## src/vts_regs.svh

```systemverilog
// Purpose: Register offsets, fields and timing counts of the transfer/serial controller
// Assumes: mclk at 40 MHz; byte addresses on the Avalon slave
// Notes: Times in ns, cycle counts derived from them
//
// Contract
// - Transfer strobe low before row strobe falls
// - Store select low writes, high reads
// - Serial clock quiet around write transfer
// - Enter input mode before clocking data in
// - Early, midline, late load via strobe release
// - Never use tap 255 or 511 split
// - Normal read first; shift edge between splits
// - Split without prior normal read undefined
`ifndef VTS_REGS_SVH
`define VTS_REGS_SVH

// Register byte offsets
`define VTS_OFF_CMD 4'h0
`define VTS_OFF_ADDR 4'h4
`define VTS_OFF_STATUS 4'h8
`define VTS_OFF_SDATA 4'hC

// CMD fields
`define VTS_CMD_OP_LSB 0
`define VTS_CMD_DLY_LSB 8
// ADDR fields
`define VTS_ADDR_ROW_LSB 0
`define VTS_ADDR_TAP_LSB 16
// STATUS fields
`define VTS_ST_BUSY 0
`define VTS_ST_MODE_IN 1
`define VTS_ST_HALF 2
`define VTS_ST_NREAD 3
`define VTS_ST_SCSEEN 4
`define VTS_ST_ERR_LSB 8

// Error bits
`define VTS_ERR_NO_NREAD 0
`define VTS_ERR_NO_SC 1
`define VTS_ERR_BAD_TAP 2
`define VTS_ERR_BAD_OP 3

// Reset values
`define VTS_ADDR_RST 32'h0000_0000
`define VTS_DLY_RST 8'h00

// Timing in ns
`define VTS_CLK_NS 25
`define VTS_T_RAS_LOW_NS 100
`define VTS_T_RAS_HIGH_NS 80
`define VTS_T_CAS_LOW_NS 25
`define VTS_T_SCRL_NS 25
`define VTS_T_RHSC_NS 25
`define VTS_T_SCK_ACC_NS 30
`define VTS_T_SCK_LOW_NS 10

// Least times round up to whole cycles
`define VTS_CYC_UP(ns) (((ns) + `VTS_CLK_NS - 1) / `VTS_CLK_NS)
`define VTS_RAS_LOW_CYC 8'(`VTS_CYC_UP(`VTS_T_RAS_LOW_NS))
`define VTS_RAS_HIGH_CYC 8'(`VTS_CYC_UP(`VTS_T_RAS_HIGH_NS))
`define VTS_CAS_LOW_CYC 8'(`VTS_CYC_UP(`VTS_T_CAS_LOW_NS))
`define VTS_SCRL_CYC 8'(`VTS_CYC_UP(`VTS_T_SCRL_NS))
`define VTS_RHSC_CYC 8'(`VTS_CYC_UP(`VTS_T_RHSC_NS))
`define VTS_SCK_HI_CYC 2'(`VTS_CYC_UP(`VTS_T_SCK_ACC_NS))
`define VTS_SCK_LO_CYC 2'(`VTS_CYC_UP(`VTS_T_SCK_LOW_NS))

`endif

```

## src/vts_pkg.sv

```systemverilog
// Purpose: Types of the transfer/serial controller
// Assumes: Used by vts_ctrl and vts_sclk
// Notes: State records are packed structs
package vts_pkg;

    // Transfer operations written to CMD
    typedef enum logic [2:0] {
        VTS_OP_NWRITE = 3'h0,
        VTS_OP_AWRITE = 3'h1,
        VTS_OP_PWRITE = 3'h2,
        VTS_OP_NREAD = 3'h3,
        VTS_OP_SREAD = 3'h4
    } vts_op_t;

    // Transfer cycle states, Gray along the path except PRE back to IDLE
    typedef enum logic [2:0] {
        VTS_IDLE = 3'h0,
        VTS_SETUP = 3'h1,
        VTS_RASL = 3'h3,
        VTS_COL = 3'h2,
        VTS_TRGW = 3'h6,
        VTS_RASW = 3'h7,
        VTS_PRE = 3'h5
    } vts_st_t;

    // Shift clock states
    typedef enum logic [1:0] {
        VTS_S_IDLE = 2'h0,
        VTS_S_SET = 2'h1,
        VTS_S_HI = 2'h3,
        VTS_S_LO = 2'h2
    } vts_sst_t;

    typedef struct packed {
        vts_st_t st;
        logic [7:0] tmr;
        vts_op_t op;
        logic [7:0] dly;
        logic [8:0] row;
        logic [8:0] tap;
        logic mode_in;
        logic nread_done;
        logic sc_seen;
        logic [3:0] err;
        logic rd_pend;
        logic [31:0] rdd;
        logic sstart;
        logic [3:0] swdata;
        logic ras_n;
        logic cas_n;
        logic xfer_n;
        logic w_n;
        logic fsel;
        logic spoe_n;
        logic [8:0] addr;
    } vts_ctrl_t;

    typedef struct packed {
        vts_sst_t st;
        logic [1:0] cnt;
        logic dir_in;
        logic sck;
        logic oe_n;
        logic [3:0] dout;
        logic [3:0] rdata;
    } vts_sclk_t;

endpackage : vts_pkg

```

## src/vts_ctrl.sv

```systemverilog
// Purpose: Host controller issuing transfer cycles and serial words to a video memory
// Assumes: Device pins sampled synchronously to mclk; software on Avalon-MM
// Notes: Refused commands set sticky error bits, cleared by writing one
`include "vts_regs.svh"

module vts_ctrl (
    // Clock and reset
    input wire logic mclk,
    input wire logic reset_n,
    // Avalon-MM slave
    input wire logic [3:0] avs_address,
    input wire logic avs_read,
    input wire logic avs_write,
    input wire logic [31:0] avs_writedata,
    input wire logic [3:0] avs_byteenable,
    output logic [31:0] avs_readdata,
    output logic avs_waitrequest,
    // Memory strobes and address
    output logic ras_n,
    output logic cas_n,
    output logic transfer_output_strobe_n,
    output logic w_n,
    output logic function_select_line,
    output logic shift_port_output_enable_n,
    output logic [8:0] address_inputs,
    // Serial port
    output logic shift_clock,
    input wire logic [3:0] stream_data_lines_in,
    output logic [3:0] stream_data_lines_out,
    output logic stream_data_lines_oe_n,
    input wire logic split_half_indicator
);
    import vts_pkg::*;

    vts_ctrl_t q, d;
    logic sbusy;
    logic [3:0] srdata;
    logic busy_all;
    logic wr_blocked;
    logic wr_ok;
    logic [31:0] addr_word;
    logic [31:0] addr_wr;

    // Byte-lane merge of a write into a stored word
    function automatic logic [31:0] be_merge(input logic [31:0] old, input logic [31:0] wd,
                                             input logic [3:0] be);
        logic [31:0] r;
        r = old;
        for (int i = 0; i < 4; i++) begin
            if (be[i]) begin
                r[8*i +: 8] = wd[8*i +: 8];
            end
        end
        return r;
    endfunction : be_merge

    // Write-type operations select serial input
    function automatic logic is_write_op(input vts_op_t op);
        return (op == VTS_OP_NWRITE) || (op == VTS_OP_AWRITE) || (op == VTS_OP_PWRITE);
    endfunction : is_write_op

    vts_sclk u_sclk (
        .mclk(mclk),
        .reset_n(reset_n),
        .start(q.sstart),
        .dir_in(q.mode_in),
        .wdata(q.swdata),
        .busy(sbusy),
        .rdata(srdata),
        .shift_clock(shift_clock),
        .stream_data_lines_in(stream_data_lines_in),
        .stream_data_lines_out(stream_data_lines_out),
        .stream_data_lines_oe_n(stream_data_lines_oe_n)
    );

    // Bus handshake; serial and transfer never overlap
    assign busy_all = (q.st != VTS_IDLE) || sbusy || q.sstart;
    assign wr_blocked = avs_write && busy_all &&
                        (avs_address == `VTS_OFF_CMD || avs_address == `VTS_OFF_SDATA);
    assign avs_waitrequest = wr_blocked || (avs_read && !q.rd_pend);
    assign wr_ok = avs_write && !wr_blocked;
    assign avs_readdata = q.rdd;
    assign addr_word = {7'h00, q.tap, 7'h00, q.row};
    // Address word after a byte-lane write
    assign addr_wr = be_merge(addr_word, avs_writedata, avs_byteenable);

    // Next state of bus slave and transfer sequencer
    always_comb begin
        d = q;
        d.sstart = 1'b0;
        // Register reads, answered one cycle later from a flop
        d.rd_pend = avs_read && !q.rd_pend;
        if (avs_read && !q.rd_pend) begin
            unique case (avs_address)
                `VTS_OFF_ADDR: d.rdd = addr_word;
                `VTS_OFF_STATUS: begin
                    d.rdd = 32'h0;
                    d.rdd[`VTS_ST_BUSY] = busy_all;
                    d.rdd[`VTS_ST_MODE_IN] = q.mode_in;
                    d.rdd[`VTS_ST_HALF] = split_half_indicator;
                    d.rdd[`VTS_ST_NREAD] = q.nread_done;
                    d.rdd[`VTS_ST_SCSEEN] = q.sc_seen;
                    d.rdd[`VTS_ST_ERR_LSB +: 4] = q.err;
                end
                `VTS_OFF_SDATA: d.rdd = {28'h0, srdata};
                default: d.rdd = 32'h0;
            endcase
        end
        // Register writes
        if (wr_ok && avs_address == `VTS_OFF_ADDR) begin
            d.tap = addr_wr[24:16];
            d.row = addr_wr[8:0];
        end
        if (wr_ok && avs_address == `VTS_OFF_STATUS && avs_byteenable[1]) begin
            d.err = q.err & ~avs_writedata[`VTS_ST_ERR_LSB +: 4];
        end
        if (wr_ok && avs_address == `VTS_OFF_SDATA && avs_byteenable[0]) begin
            d.sstart = 1'b1;
            d.swdata = avs_writedata[3:0];
            d.sc_seen = 1'b1;
        end
        if (wr_ok && avs_address == `VTS_OFF_CMD && avs_byteenable[0]) begin
            d.op = vts_op_t'(avs_writedata[`VTS_CMD_OP_LSB +: 3]);
            d.dly = avs_writedata[`VTS_CMD_DLY_LSB +: 8];
            if (avs_writedata[`VTS_CMD_OP_LSB +: 3] > 3'h4) begin
                d.err[`VTS_ERR_BAD_OP] = 1'b1;
            end else if (avs_writedata[2:0] == 3'h4 && !q.nread_done) begin
                d.err[`VTS_ERR_NO_NREAD] = 1'b1;
            end else if (avs_writedata[2:0] == 3'h4 && !q.sc_seen) begin
                d.err[`VTS_ERR_NO_SC] = 1'b1;
            end else if (avs_writedata[2:0] == 3'h4 && q.tap[7:0] == 8'hFF) begin
                d.err[`VTS_ERR_BAD_TAP] = 1'b1;
            end else begin
                d.st = VTS_SETUP;
                d.tmr = `VTS_SCRL_CYC;
            end
        end
        // Transfer cycle sequence
        unique case (q.st)
            VTS_IDLE: begin
                d.xfer_n = 1'b1;
                d.spoe_n = 1'b0;
            end
            VTS_SETUP: begin
                d.xfer_n = 1'b0;
                d.w_n = !is_write_op(q.op);
                d.fsel = (q.op == VTS_OP_AWRITE) || (q.op == VTS_OP_SREAD);
                d.spoe_n = (q.op == VTS_OP_PWRITE);
                d.addr = q.row;
                d.tmr = q.tmr - 8'h1;
                if (q.tmr <= 8'h1) begin
                    d.st = VTS_RASL;
                end
            end
            VTS_RASL: begin
                d.ras_n = 1'b0;
                d.st = VTS_COL;
            end
            VTS_COL: begin
                // Column address settles a cycle before the column strobe
                d.addr = q.tap;
                d.tmr = (q.dly > `VTS_CAS_LOW_CYC) ? q.dly : `VTS_CAS_LOW_CYC;
                d.st = VTS_TRGW;
            end
            VTS_TRGW: begin
                // Strobe falls first; delay counts from that fall
                d.cas_n = 1'b0;
                if (!q.cas_n) begin
                    d.tmr = q.tmr - 8'h1;
                    if (q.tmr <= 8'h1) begin
                        d.xfer_n = 1'b1;
                        d.tmr = `VTS_RAS_LOW_CYC;
                        d.st = VTS_RASW;
                    end
                end
            end
            VTS_RASW: begin
                d.tmr = q.tmr - 8'h1;
                if (q.tmr <= 8'h1) begin
                    d.ras_n = 1'b1;
                    d.cas_n = 1'b1;
                    d.mode_in = is_write_op(q.op);
                    if (q.op == VTS_OP_NREAD) begin
                        d.nread_done = 1'b1;
                        d.sc_seen = 1'b1;
                    end else if (q.op == VTS_OP_SREAD) begin
                        d.sc_seen = 1'b0;
                    end else begin
                        d.nread_done = 1'b0;
                    end
                    d.tmr = (`VTS_RAS_HIGH_CYC > `VTS_RHSC_CYC) ? `VTS_RAS_HIGH_CYC
                                                                : `VTS_RHSC_CYC;
                    d.st = VTS_PRE;
                end
            end
            VTS_PRE: begin
                d.tmr = q.tmr - 8'h1;
                if (q.tmr <= 8'h1) begin
                    d.st = VTS_IDLE;
                end
            end
            default: begin
                d.st = VTS_IDLE;
            end
        endcase
    end

    // State register
    always_ff @(posedge mclk) begin
        if (!reset_n) begin
            q <= '{st: VTS_IDLE, tmr: 8'h00, op: VTS_OP_NWRITE, dly: `VTS_DLY_RST,
                   row: 9'h000, tap: 9'h000, mode_in: 1'b0, nread_done: 1'b0,
                   sc_seen: 1'b0, err: 4'h0, rd_pend: 1'b0, rdd: 32'h0000_0000,
                   sstart: 1'b0, swdata: 4'h0, ras_n: 1'b1, cas_n: 1'b1, xfer_n: 1'b1,
                   w_n: 1'b1, fsel: 1'b0, spoe_n: 1'b0, addr: 9'h000};
        end else begin
            q <= d;
        end
    end

    // Pin drivers from flops
    assign ras_n = q.ras_n;
    assign cas_n = q.cas_n;
    assign transfer_output_strobe_n = q.xfer_n;
    assign w_n = q.w_n;
    assign function_select_line = q.fsel;
    assign shift_port_output_enable_n = q.spoe_n;
    assign address_inputs = q.addr;

endmodule : vts_ctrl

```

## src/vts_sclk.sv

```systemverilog
// Purpose: One shift clock pulse moving one word on the stream lines
// Assumes: Device access from shift clock rise fits in the high phase
// Notes: Drives data only in input mode, during its own pulse
`include "vts_regs.svh"

module vts_sclk (
    // Clock and reset
    input wire logic mclk,
    input wire logic reset_n,
    // Request
    input wire logic start,
    input wire logic dir_in,
    input wire logic [3:0] wdata,
    output logic busy,
    output logic [3:0] rdata,
    // Stream pins
    output logic shift_clock,
    input wire logic [3:0] stream_data_lines_in,
    output logic [3:0] stream_data_lines_out,
    output logic stream_data_lines_oe_n
);
    import vts_pkg::*;

    vts_sclk_t q, d;

    // Pulse sequencing
    always_comb begin
        d = q;
        unique case (q.st)
            VTS_S_IDLE: begin
                if (start) begin
                    d.st = VTS_S_SET;
                    d.dir_in = dir_in;
                    d.dout = wdata;
                    d.oe_n = ~dir_in;
                end
            end
            VTS_S_SET: begin
                d.sck = 1'b1;
                d.cnt = `VTS_SCK_HI_CYC;
                d.st = VTS_S_HI;
            end
            VTS_S_HI: begin
                d.cnt = q.cnt - 2'h1;
                if (q.cnt == 2'h1) begin
                    d.sck = 1'b0;
                    if (!q.dir_in) begin
                        d.rdata = stream_data_lines_in;
                    end
                    d.cnt = `VTS_SCK_LO_CYC;
                    d.st = VTS_S_LO;
                end
            end
            VTS_S_LO: begin
                d.cnt = q.cnt - 2'h1;
                if (q.cnt == 2'h1) begin
                    d.oe_n = 1'b1;
                    d.st = VTS_S_IDLE;
                end
            end
        endcase
    end

    // State register
    always_ff @(posedge mclk) begin
        if (!reset_n) begin
            q <= '{st: VTS_S_IDLE, cnt: 2'h0, dir_in: 1'b0, sck: 1'b0, oe_n: 1'b1,
                   dout: 4'h0, rdata: 4'h0};
        end else begin
            q <= d;
        end
    end

    assign busy = (q.st != VTS_S_IDLE);
    assign rdata = q.rdata;
    assign shift_clock = q.sck;
    assign stream_data_lines_out = q.dout;
    assign stream_data_lines_oe_n = q.oe_n;

endmodule : vts_sclk

```

## config.mk

```make
export PLATFORM = sky130hd
export DESIGN_NAME = vts_ctrl
export DESIGN_NICKNAME = d
export VERILOG_FILES = /design/src/vts_pkg.sv /design/src/vts_ctrl.sv /design/src/vts_sclk.sv
export VERILOG_INCLUDE_DIRS = /design/src
export SDC_FILE = /design/constraint.sdc
export NUM_CORES = 1
export LEC_CHECK = 0
export BUFFER_PORTS_ARGS = -buffer_cell sky130_fd_sc_hd__buf_2
export CELL_PAD_IN_SITES_DETAIL_PLACEMENT = 1
export CELL_PAD_IN_SITES_GLOBAL_PLACEMENT = 1
export CORE_ASPECT_RATIO = 0.8
export CORE_MARGIN = 2
export CORE_UTILIZATION = 43
export DETAILED_ROUTE_END_ITERATION = 10
export PLACE_DENSITY = 0.81
export SLEW_MARGIN = 20
export SYNTH_ARGS = -nofsm -noshare
export SYNTH_HDL_FRONTEND = slang
export SYNTH_HIERARCHICAL = 1
export SYNTH_SLANG_ARGS = --single-unit
export TNS_END_PERCENT = 50
```

## constraint.sdc

```tcl
create_clock -name mclk -period 3.3 [get_ports mclk]
set_input_delay 0.165 -clock mclk [delete_from_list [all_inputs] [get_ports mclk]]
set_output_delay 0.165 -clock mclk [all_outputs]
set_load 0.03 [all_outputs]
```

==> results of run 1 <==
## power groups by stage
stage	Combinational [uW]	Sequential, uW	Clock (uW)
finish	212	1290	1110
global route	232	1290	1180
CTS	211	1290	1130
detailed placement	205	1320	0
global placement	197	1320	0
floorplan	160	1310	0
## logic make-up (layout without fill, tap and decap cells)
group           Yosys count  count (layout)
simple gates            244             244
buf+inv                  97             121
compound gates          127             127
mux                      21              21
flops                   104             104
fa+ha+maj                 5               5
xor+xnor                  4               4
other cells               1              11
## metrics by stage
stage               worst slack (ns)  instance area [um^2]
floorplan                       1.08                  5020
global placement               0.890                  5180
detailed placement             0.753                  5180
CTS                            0.722                  5490
global route                   0.494                  5490
finish                         0.677                  5490
## final timing paths
path,start,end,depth (start not counted)
worst min-delay path,avs_writedata[24],addr_word[24],3
worst max-delay path,u_sclk/q[14],q[96],7
worst min register to register,avs_readdata[20],avs_readdata[20],2
worst max register to register,u_sclk/q[14],q[96],7
## metal layers
layer / up-vias / share of wire / global-route usage
li1: 2100 / - / -
met1: 2118 / 0.48 / 0.297
met2: 113 / 0.46 / 0.361
met3: 11 / 0.047 / 0.0517
met4: 0 / 0.0080 / 0.0424
met5: - / 0 / 0
## critical path: cells and delay by family, from the launching register on
kind                   cells  cell delay [ns]
buffers and inverters      1             0.19
AO/OA/AOI/OAI              2             0.75
flip-flops                 1             0.41
AND/OR/NAND/NOR            4             1.16
## area by class of cell
class,count,area (um^2)
sequential,104,2080
clock buffer,12,256
timing repair buffer,93,488
tap,148,185
clock inverter,4,52.6
multi-input combinational,412,2380
fill,1388,5940
inverter,12,45.0
## flip-flops by register name (all words and copies together) (netlist names), 4 cells and up
register / cells
u_sclk/q: 5
avs_readdata: 21
q: 35
u_sclk/stream_data_lines_out: 4
address_inputs: 9
u_sclk/rdata: 4
addr_word: 18
## layout by cell type (no fill, tap or decap), drive strengths merged, types with 3 or more instances in the layout
| cell | instances |
|---|---|
| xor2 | 3 |
| conb | 11 |
| a222oi | 4 |
| or4 | 4 |
| nor2b | 15 |
| mux2i | 17 |
| a22oi | 10 |
| nor3 | 10 |
| and2 | 3 |
| nand3 | 33 |
| nor3b | 4 |
| a311oi | 12 |
| a21oi | 52 |
| o211ai | 5 |
| dfxtp | 104 |
| nand4 | 4 |
| clkbuf | 12 |
| clkinv | 3 |
| ha | 5 |
| o21ai | 10 |
| o22ai | 3 |
| a22o | 5 |
| mux2 | 4 |
| buf | 93 |
| o21a | 5 |
| nand2b | 5 |
| nand2 | 96 |
| nor4 | 6 |
| a21boi | 5 |
| a221oi | 3 |
| inv | 12 |
| nor2 | 54 |
==> out/qor.csv, run 1 <==
metric,value,unit
gp_routability_congestion,0.816,
syn2layout_area_growth,10.1,%
switching_share,0.248,
clock.fmax,381,MHz
ios,103,
crit_fanout,8,
clock-root-buffer,clkbuf_16,
core_area,11400,um^2
fin_worst_skew,0.00972,ns
ys_async_sr_fraction,0,
synth_most_common_cell,dfxtp_1,
p_total,2620,uW
p_leak,0.00212,uW
share_comb_of_total_power,0.081,
period_share,0.795,
seq_area_frac_synth,0.418,
worstPathArrival,2.86,ns
io_buffer_count,84,
ant_nets,0,
synthXorXnorAreaFrac,0.00703,
first_global_vias,4300,
critPathCaptureType,flop,
post-cts-setup-buffers,0,
clockBufferDepth,2,
dp_cells,769,
ys_types,58,
irDropWorstVdd,0.259,mV
diodes,0,
dp_hpwl,10.0,mm
final_max_slew_viol_count,0,
layout-drive-gt1-share,0.192,
p_switching,650,uW
grt-ovfl-total,0,
numCtsBuffers,9,
slew_headroom,0.321,
synth_compound_area_frac,0.169,
yosys_most_used_dff,dfxtp_1,
required,3.54,ns
grt_pass1_wl,22.1,mm
num_vias,4342,
cts_sinks,104,
cts_hold_buf,0,
grt_max_degree,59,
fin_tns_setup,0,ns
synth-seq-cells,104,
design.die.area,12500,um^2
rows,35,
cts_htree_levels,3,
p_int,1970,uW
critPathLaunchType,flop,
drt_iter0_markers,284,
synth_edf_count,0,
clkPwrFrac,0.426,
path_cells,inv_1 > nand2_1 > or4_1 > nor4_2 > o22ai_1 > a222oi_1 > nor2_1,
synth_top_family_by_area,simple AND/OR/NAND/NOR gates,
synthSimpleGateAreaFrac,0.235,
yosys-mux-area-fraction,0.0432,
crit_type,flop to flop,
wire_per_inst,17.5,um
worstHoldPathType,input pin to flop,
syn_avg_cell_area,8.27,um^2
drc,0,
grt_usage,0.219,
synth_largest_area_cell,dfxtp_1,
seqPwrFrac,0.493,
synth_area_leaders,"dfxtp_1 42%, buf_4 7.4%, nand2_1 7.2%, a21oi_1 5.2%, nor2_1 4.1%",
tritoncts,yes,
netlist.area_leader.share,0.418,
clkTransAtPathRegs,0.07,ns
hold_ws,0.0518,ns
critPathSlowestCell,or4_1,
worst_pin_slew,1.02,ns
insertion_delay,0.35,ns
status,finished clean,
utilization,0.480,
fin_cells,785,
initial_core_util,0.436,
postCtsResizedCells,0,
synth_common_cells,"104 x dfxtp_1, 96 x nand2_1, 54 x nor2_1",
min_period,2.62,ns
synthAdderAreaFrac,0.0126,
finalSetupViolCount,0,
powerDensity,477,nW/um^2
wl,13.7,mm
cpPeakStageDelay,0.56,ns
vias_per_cell,5.53,
syn_area,4980,um^2
die_h,100,um
worst-r2r-setup-slack,0.68,ns
synth_cells,603,
die_x,124,um
hold_viol_final,0,
rsz0062_at_grt,no,
yosysWarnings,6,
drtPass1Iterations,5,
antenna_found_initial,0,
cap_viol_max_count,0,
layout.nets,686,
Power figures use the tool's default switching activity.
==> run 2: changes to the inputs <==
--- a/config.mk
+++ b/config.mk
@@ -11,9 +11,9 @@
 export CELL_PAD_IN_SITES_GLOBAL_PLACEMENT = 1
 export CORE_ASPECT_RATIO = 0.8
 export CORE_MARGIN = 2
-export CORE_UTILIZATION = 43
+export CORE_UTILIZATION = 36
 export DETAILED_ROUTE_END_ITERATION = 10
-export PLACE_DENSITY = 0.81
+export PLACE_DENSITY = 0.72
 export SLEW_MARGIN = 20
 export SYNTH_ARGS = -nofsm -noshare
 export SYNTH_HDL_FRONTEND = slang
==> constraint.sdc (replaced) <==
create_clock -name mclk -period 2.4 [get_ports mclk]
set_input_delay 0.12 -clock mclk [delete_from_list [all_inputs] [get_ports mclk]]
set_output_delay 0.12 -clock mclk [all_outputs]
set_load 0.03 [all_outputs]
==> run 2 against run 1 <==
Net effect:
- sequential share of layout area decreased by 1.0 points
- flip-flop and latch count did not move
- global-route usage down 2.8 points
- first-iteration DRC count is 15% lower
- combinational power is 51% higher
- cell area up 2.7%
- critical path type is now flop to primary output
- highest routed layer unchanged
==> out/qor.csv, run 2 (synthesis gave the netlist of run 1 again) <==
metric,value,unit,change
largest-register,q,,
worstHoldPathType,input pin to flop,,
cap_viol_max_count,0,,unchanged
r2r_cells,5,,-2
syn2layout_area_growth,13.1,%,
critPathLaunchType,flop,,
die_h,109,um,+8.9%
p_int,2700,uW,+37%
powerDensity,638,nW/um^2,+34%
design.die.area,14800,um^2,+19%
period_share,0.945,,
worst-r2r-setup-slack,0.14,ns,-0.54 ns
status,finished clean,,
min_period,2.27,ns,
hp-start,avs_writedata[24],,
layout.nets,700,,+2.0%
crit_fanout,4,,-4
worst_pin_slew,0.856,ns,-0.161 ns
finalSetupViolCount,0,,unchanged
grt-ovfl-total,0,,unchanged
numCtsBuffers,9,,unchanged
p_leak,0.00220,uW,+3.6%
utilization,0.416,,-0.0642
cts_sinks,104,,unchanged
die_x,136,um,+9.0%
dr_wl_met2,6.37,mm,+0.89%
layout_common_cells,"104 x dfxtp_1, 96 x nand2_1, 84 x buf_2, 54 x nor2_1, 52 x a21oi_1",,
clkPwrFrac,0.420,,-0.006
num_vias,4374,,+0.74%
hold_viol_final,0,,unchanged
tritoncts,yes,,
post-cts-setup-buffers,0,,unchanged
met3_length,667,um,+2.5%
antenna_found_initial,0,,unchanged
switching_share,0.250,,+0.00168
final_max_slew_viol_count,0,,unchanged
diodes,0,,unchanged
wire_per_inst,16.7,um,-4.1%
whs_endpoint,addr_word[24],,
met1_length,6.74,mm,+1.4%
share_comb_of_total_power,0.089,,+0.008
clockBufferDepth,2,,unchanged
clock-root-buffer,clkbuf_16,,
grt_pass1_wl,22.2,mm,+0.62%
rows,38,,+8.6%
required,2.28,ns,-1.26 ns
io_buffer_count,84,,unchanged
largest_register_ffs,35,,unchanged
layout-drive-gt1-share,0.212,,+0.0205
p_switching,898,uW,+38%
dp_hpwl,10.5,mm,+4.7%
grt_max_degree,44,,-25%
hold_depth,3,,unchanged
reg2reg_from,q[95],,
crit_type,flop to primary output,,
irDropWorstVdd,0.359,mV,+39%
drt_iter0_markers,240,,-15%
clkTransAtPathRegs,0.07,ns,about the same
hold_ws,0.0192,ns,-0.0325 ns
ant_nets,0,,unchanged
vias_per_cell,5.26,,-4.8%
gp_routability_congestion,0.814,,-0.26%
core_area,13600,um^2,+19%
seqPwrFrac,0.490,,-0.003
grt_usage,0.191,,-0.0283
drc,0,,unchanged
mostFrequentLayoutCell,dfxtp_1,,
insertion_delay,0.34,ns,about the same
wl,13.9,mm,+1.5%
cts_htree_levels,3,,unchanged
fin_tns_setup,0,ns,unchanged
ios,103,,unchanged
highest_layer,met4,,
slew_headroom,0.428,,+0.107
rsz0062_at_grt,no,,
r2r-end,q[58],,
worstPathArrival,2.15,ns,-0.71 ns
drtPass1Iterations,5,,unchanged
critPathCaptureType,primary output,,
initial_core_util,0.368,,-0.0683
clock.fmax,441,MHz,
cts_hold_buf,0,,unchanged
fin_worst_skew,0.00720,ns,-0.00252 ns
first_global_vias,4340,,+0.93%
cp-startpoint,u_sclk/q[13],,
run 2: cell types whose count changed in the layout (fill, tap and decap cells not counted), sizes merged:
cell,delta
clkbuf,-2
inv,+1
clkinvlp,+1
buf,+14
run 2: critical path, stage by stage, from the launching register on:
cell,delay (ns)
dfxtp_1,0.34
inv_1,0.08
nand2_1,0.09
or4_1,0.17
buf_4,0.15
nor2_1,0.07
o41ai_1,0.60
buf_2,0.30
run 2: layer usage:
layer | track usage | up-vias
li1 | - | 2136
met4 | 0.0461 | 0
met1 | 0.260 | 2128
met2 | 0.311 | 101
met3 | 0.0377 | 9
met5 | 0 | -
run 2: worst max-delay path by stage:
| stage | end | depth (start not counted) |
|---|---|---|
| floorplan | q[57] | 6 |
| global placement | q[92] | 7 |
| detailed placement | q[92] | 7 |
| CTS | q[94] | 7 |
| global route | q[90] | 7 |
| finish | avs_waitrequest | 7 |
run 2: metrics by stage:
step / std cells / instance area [um^2] / power, uW / setup WS [ns]
6_report: 831 / 5640 / 3600 / 0.133
5_1_grt: 831 / 5640 / 3760 / 0.00797
4_1_cts: 831 / 5630 / 3640 / 0.150
3_5_place_dp: 815 / 5320 / 2130 / -0.0240
3_3_place_gp: 815 / 5320 / 2110 / 0.192
2_1_floorplan: 613 / 5020 / 2020 / 0.178
run 2: power groups by stage:
stage                     Sequential [uW]  Combinational, uW  Clock (uW)
final                                1760                321        1510
after floorplan                      1800                220           0
after detailed placement             1800                321           0
after global placement               1800                310           0
after CTS                            1760                323        1550
after global routing                 1770                356        1630
run 2: timing repair:
item                                    4_1_cts  5_1_grt
pin swaps                                     0        0
resized for setup                             1        1
endpoints found under the setup margin        1        4
run 2: layout make-up:
cell class / instances / area, um^2
fillers: 1670 / 7910
multi-input cells: 412 / 2390
flip-flops and latches: 104 / 2080
repair buffers: 107 / 593
clock buffers: 10 / 239
well taps: 180 / 225
clock inverters: 6 / 67.6
inverters: 12 / 45.0
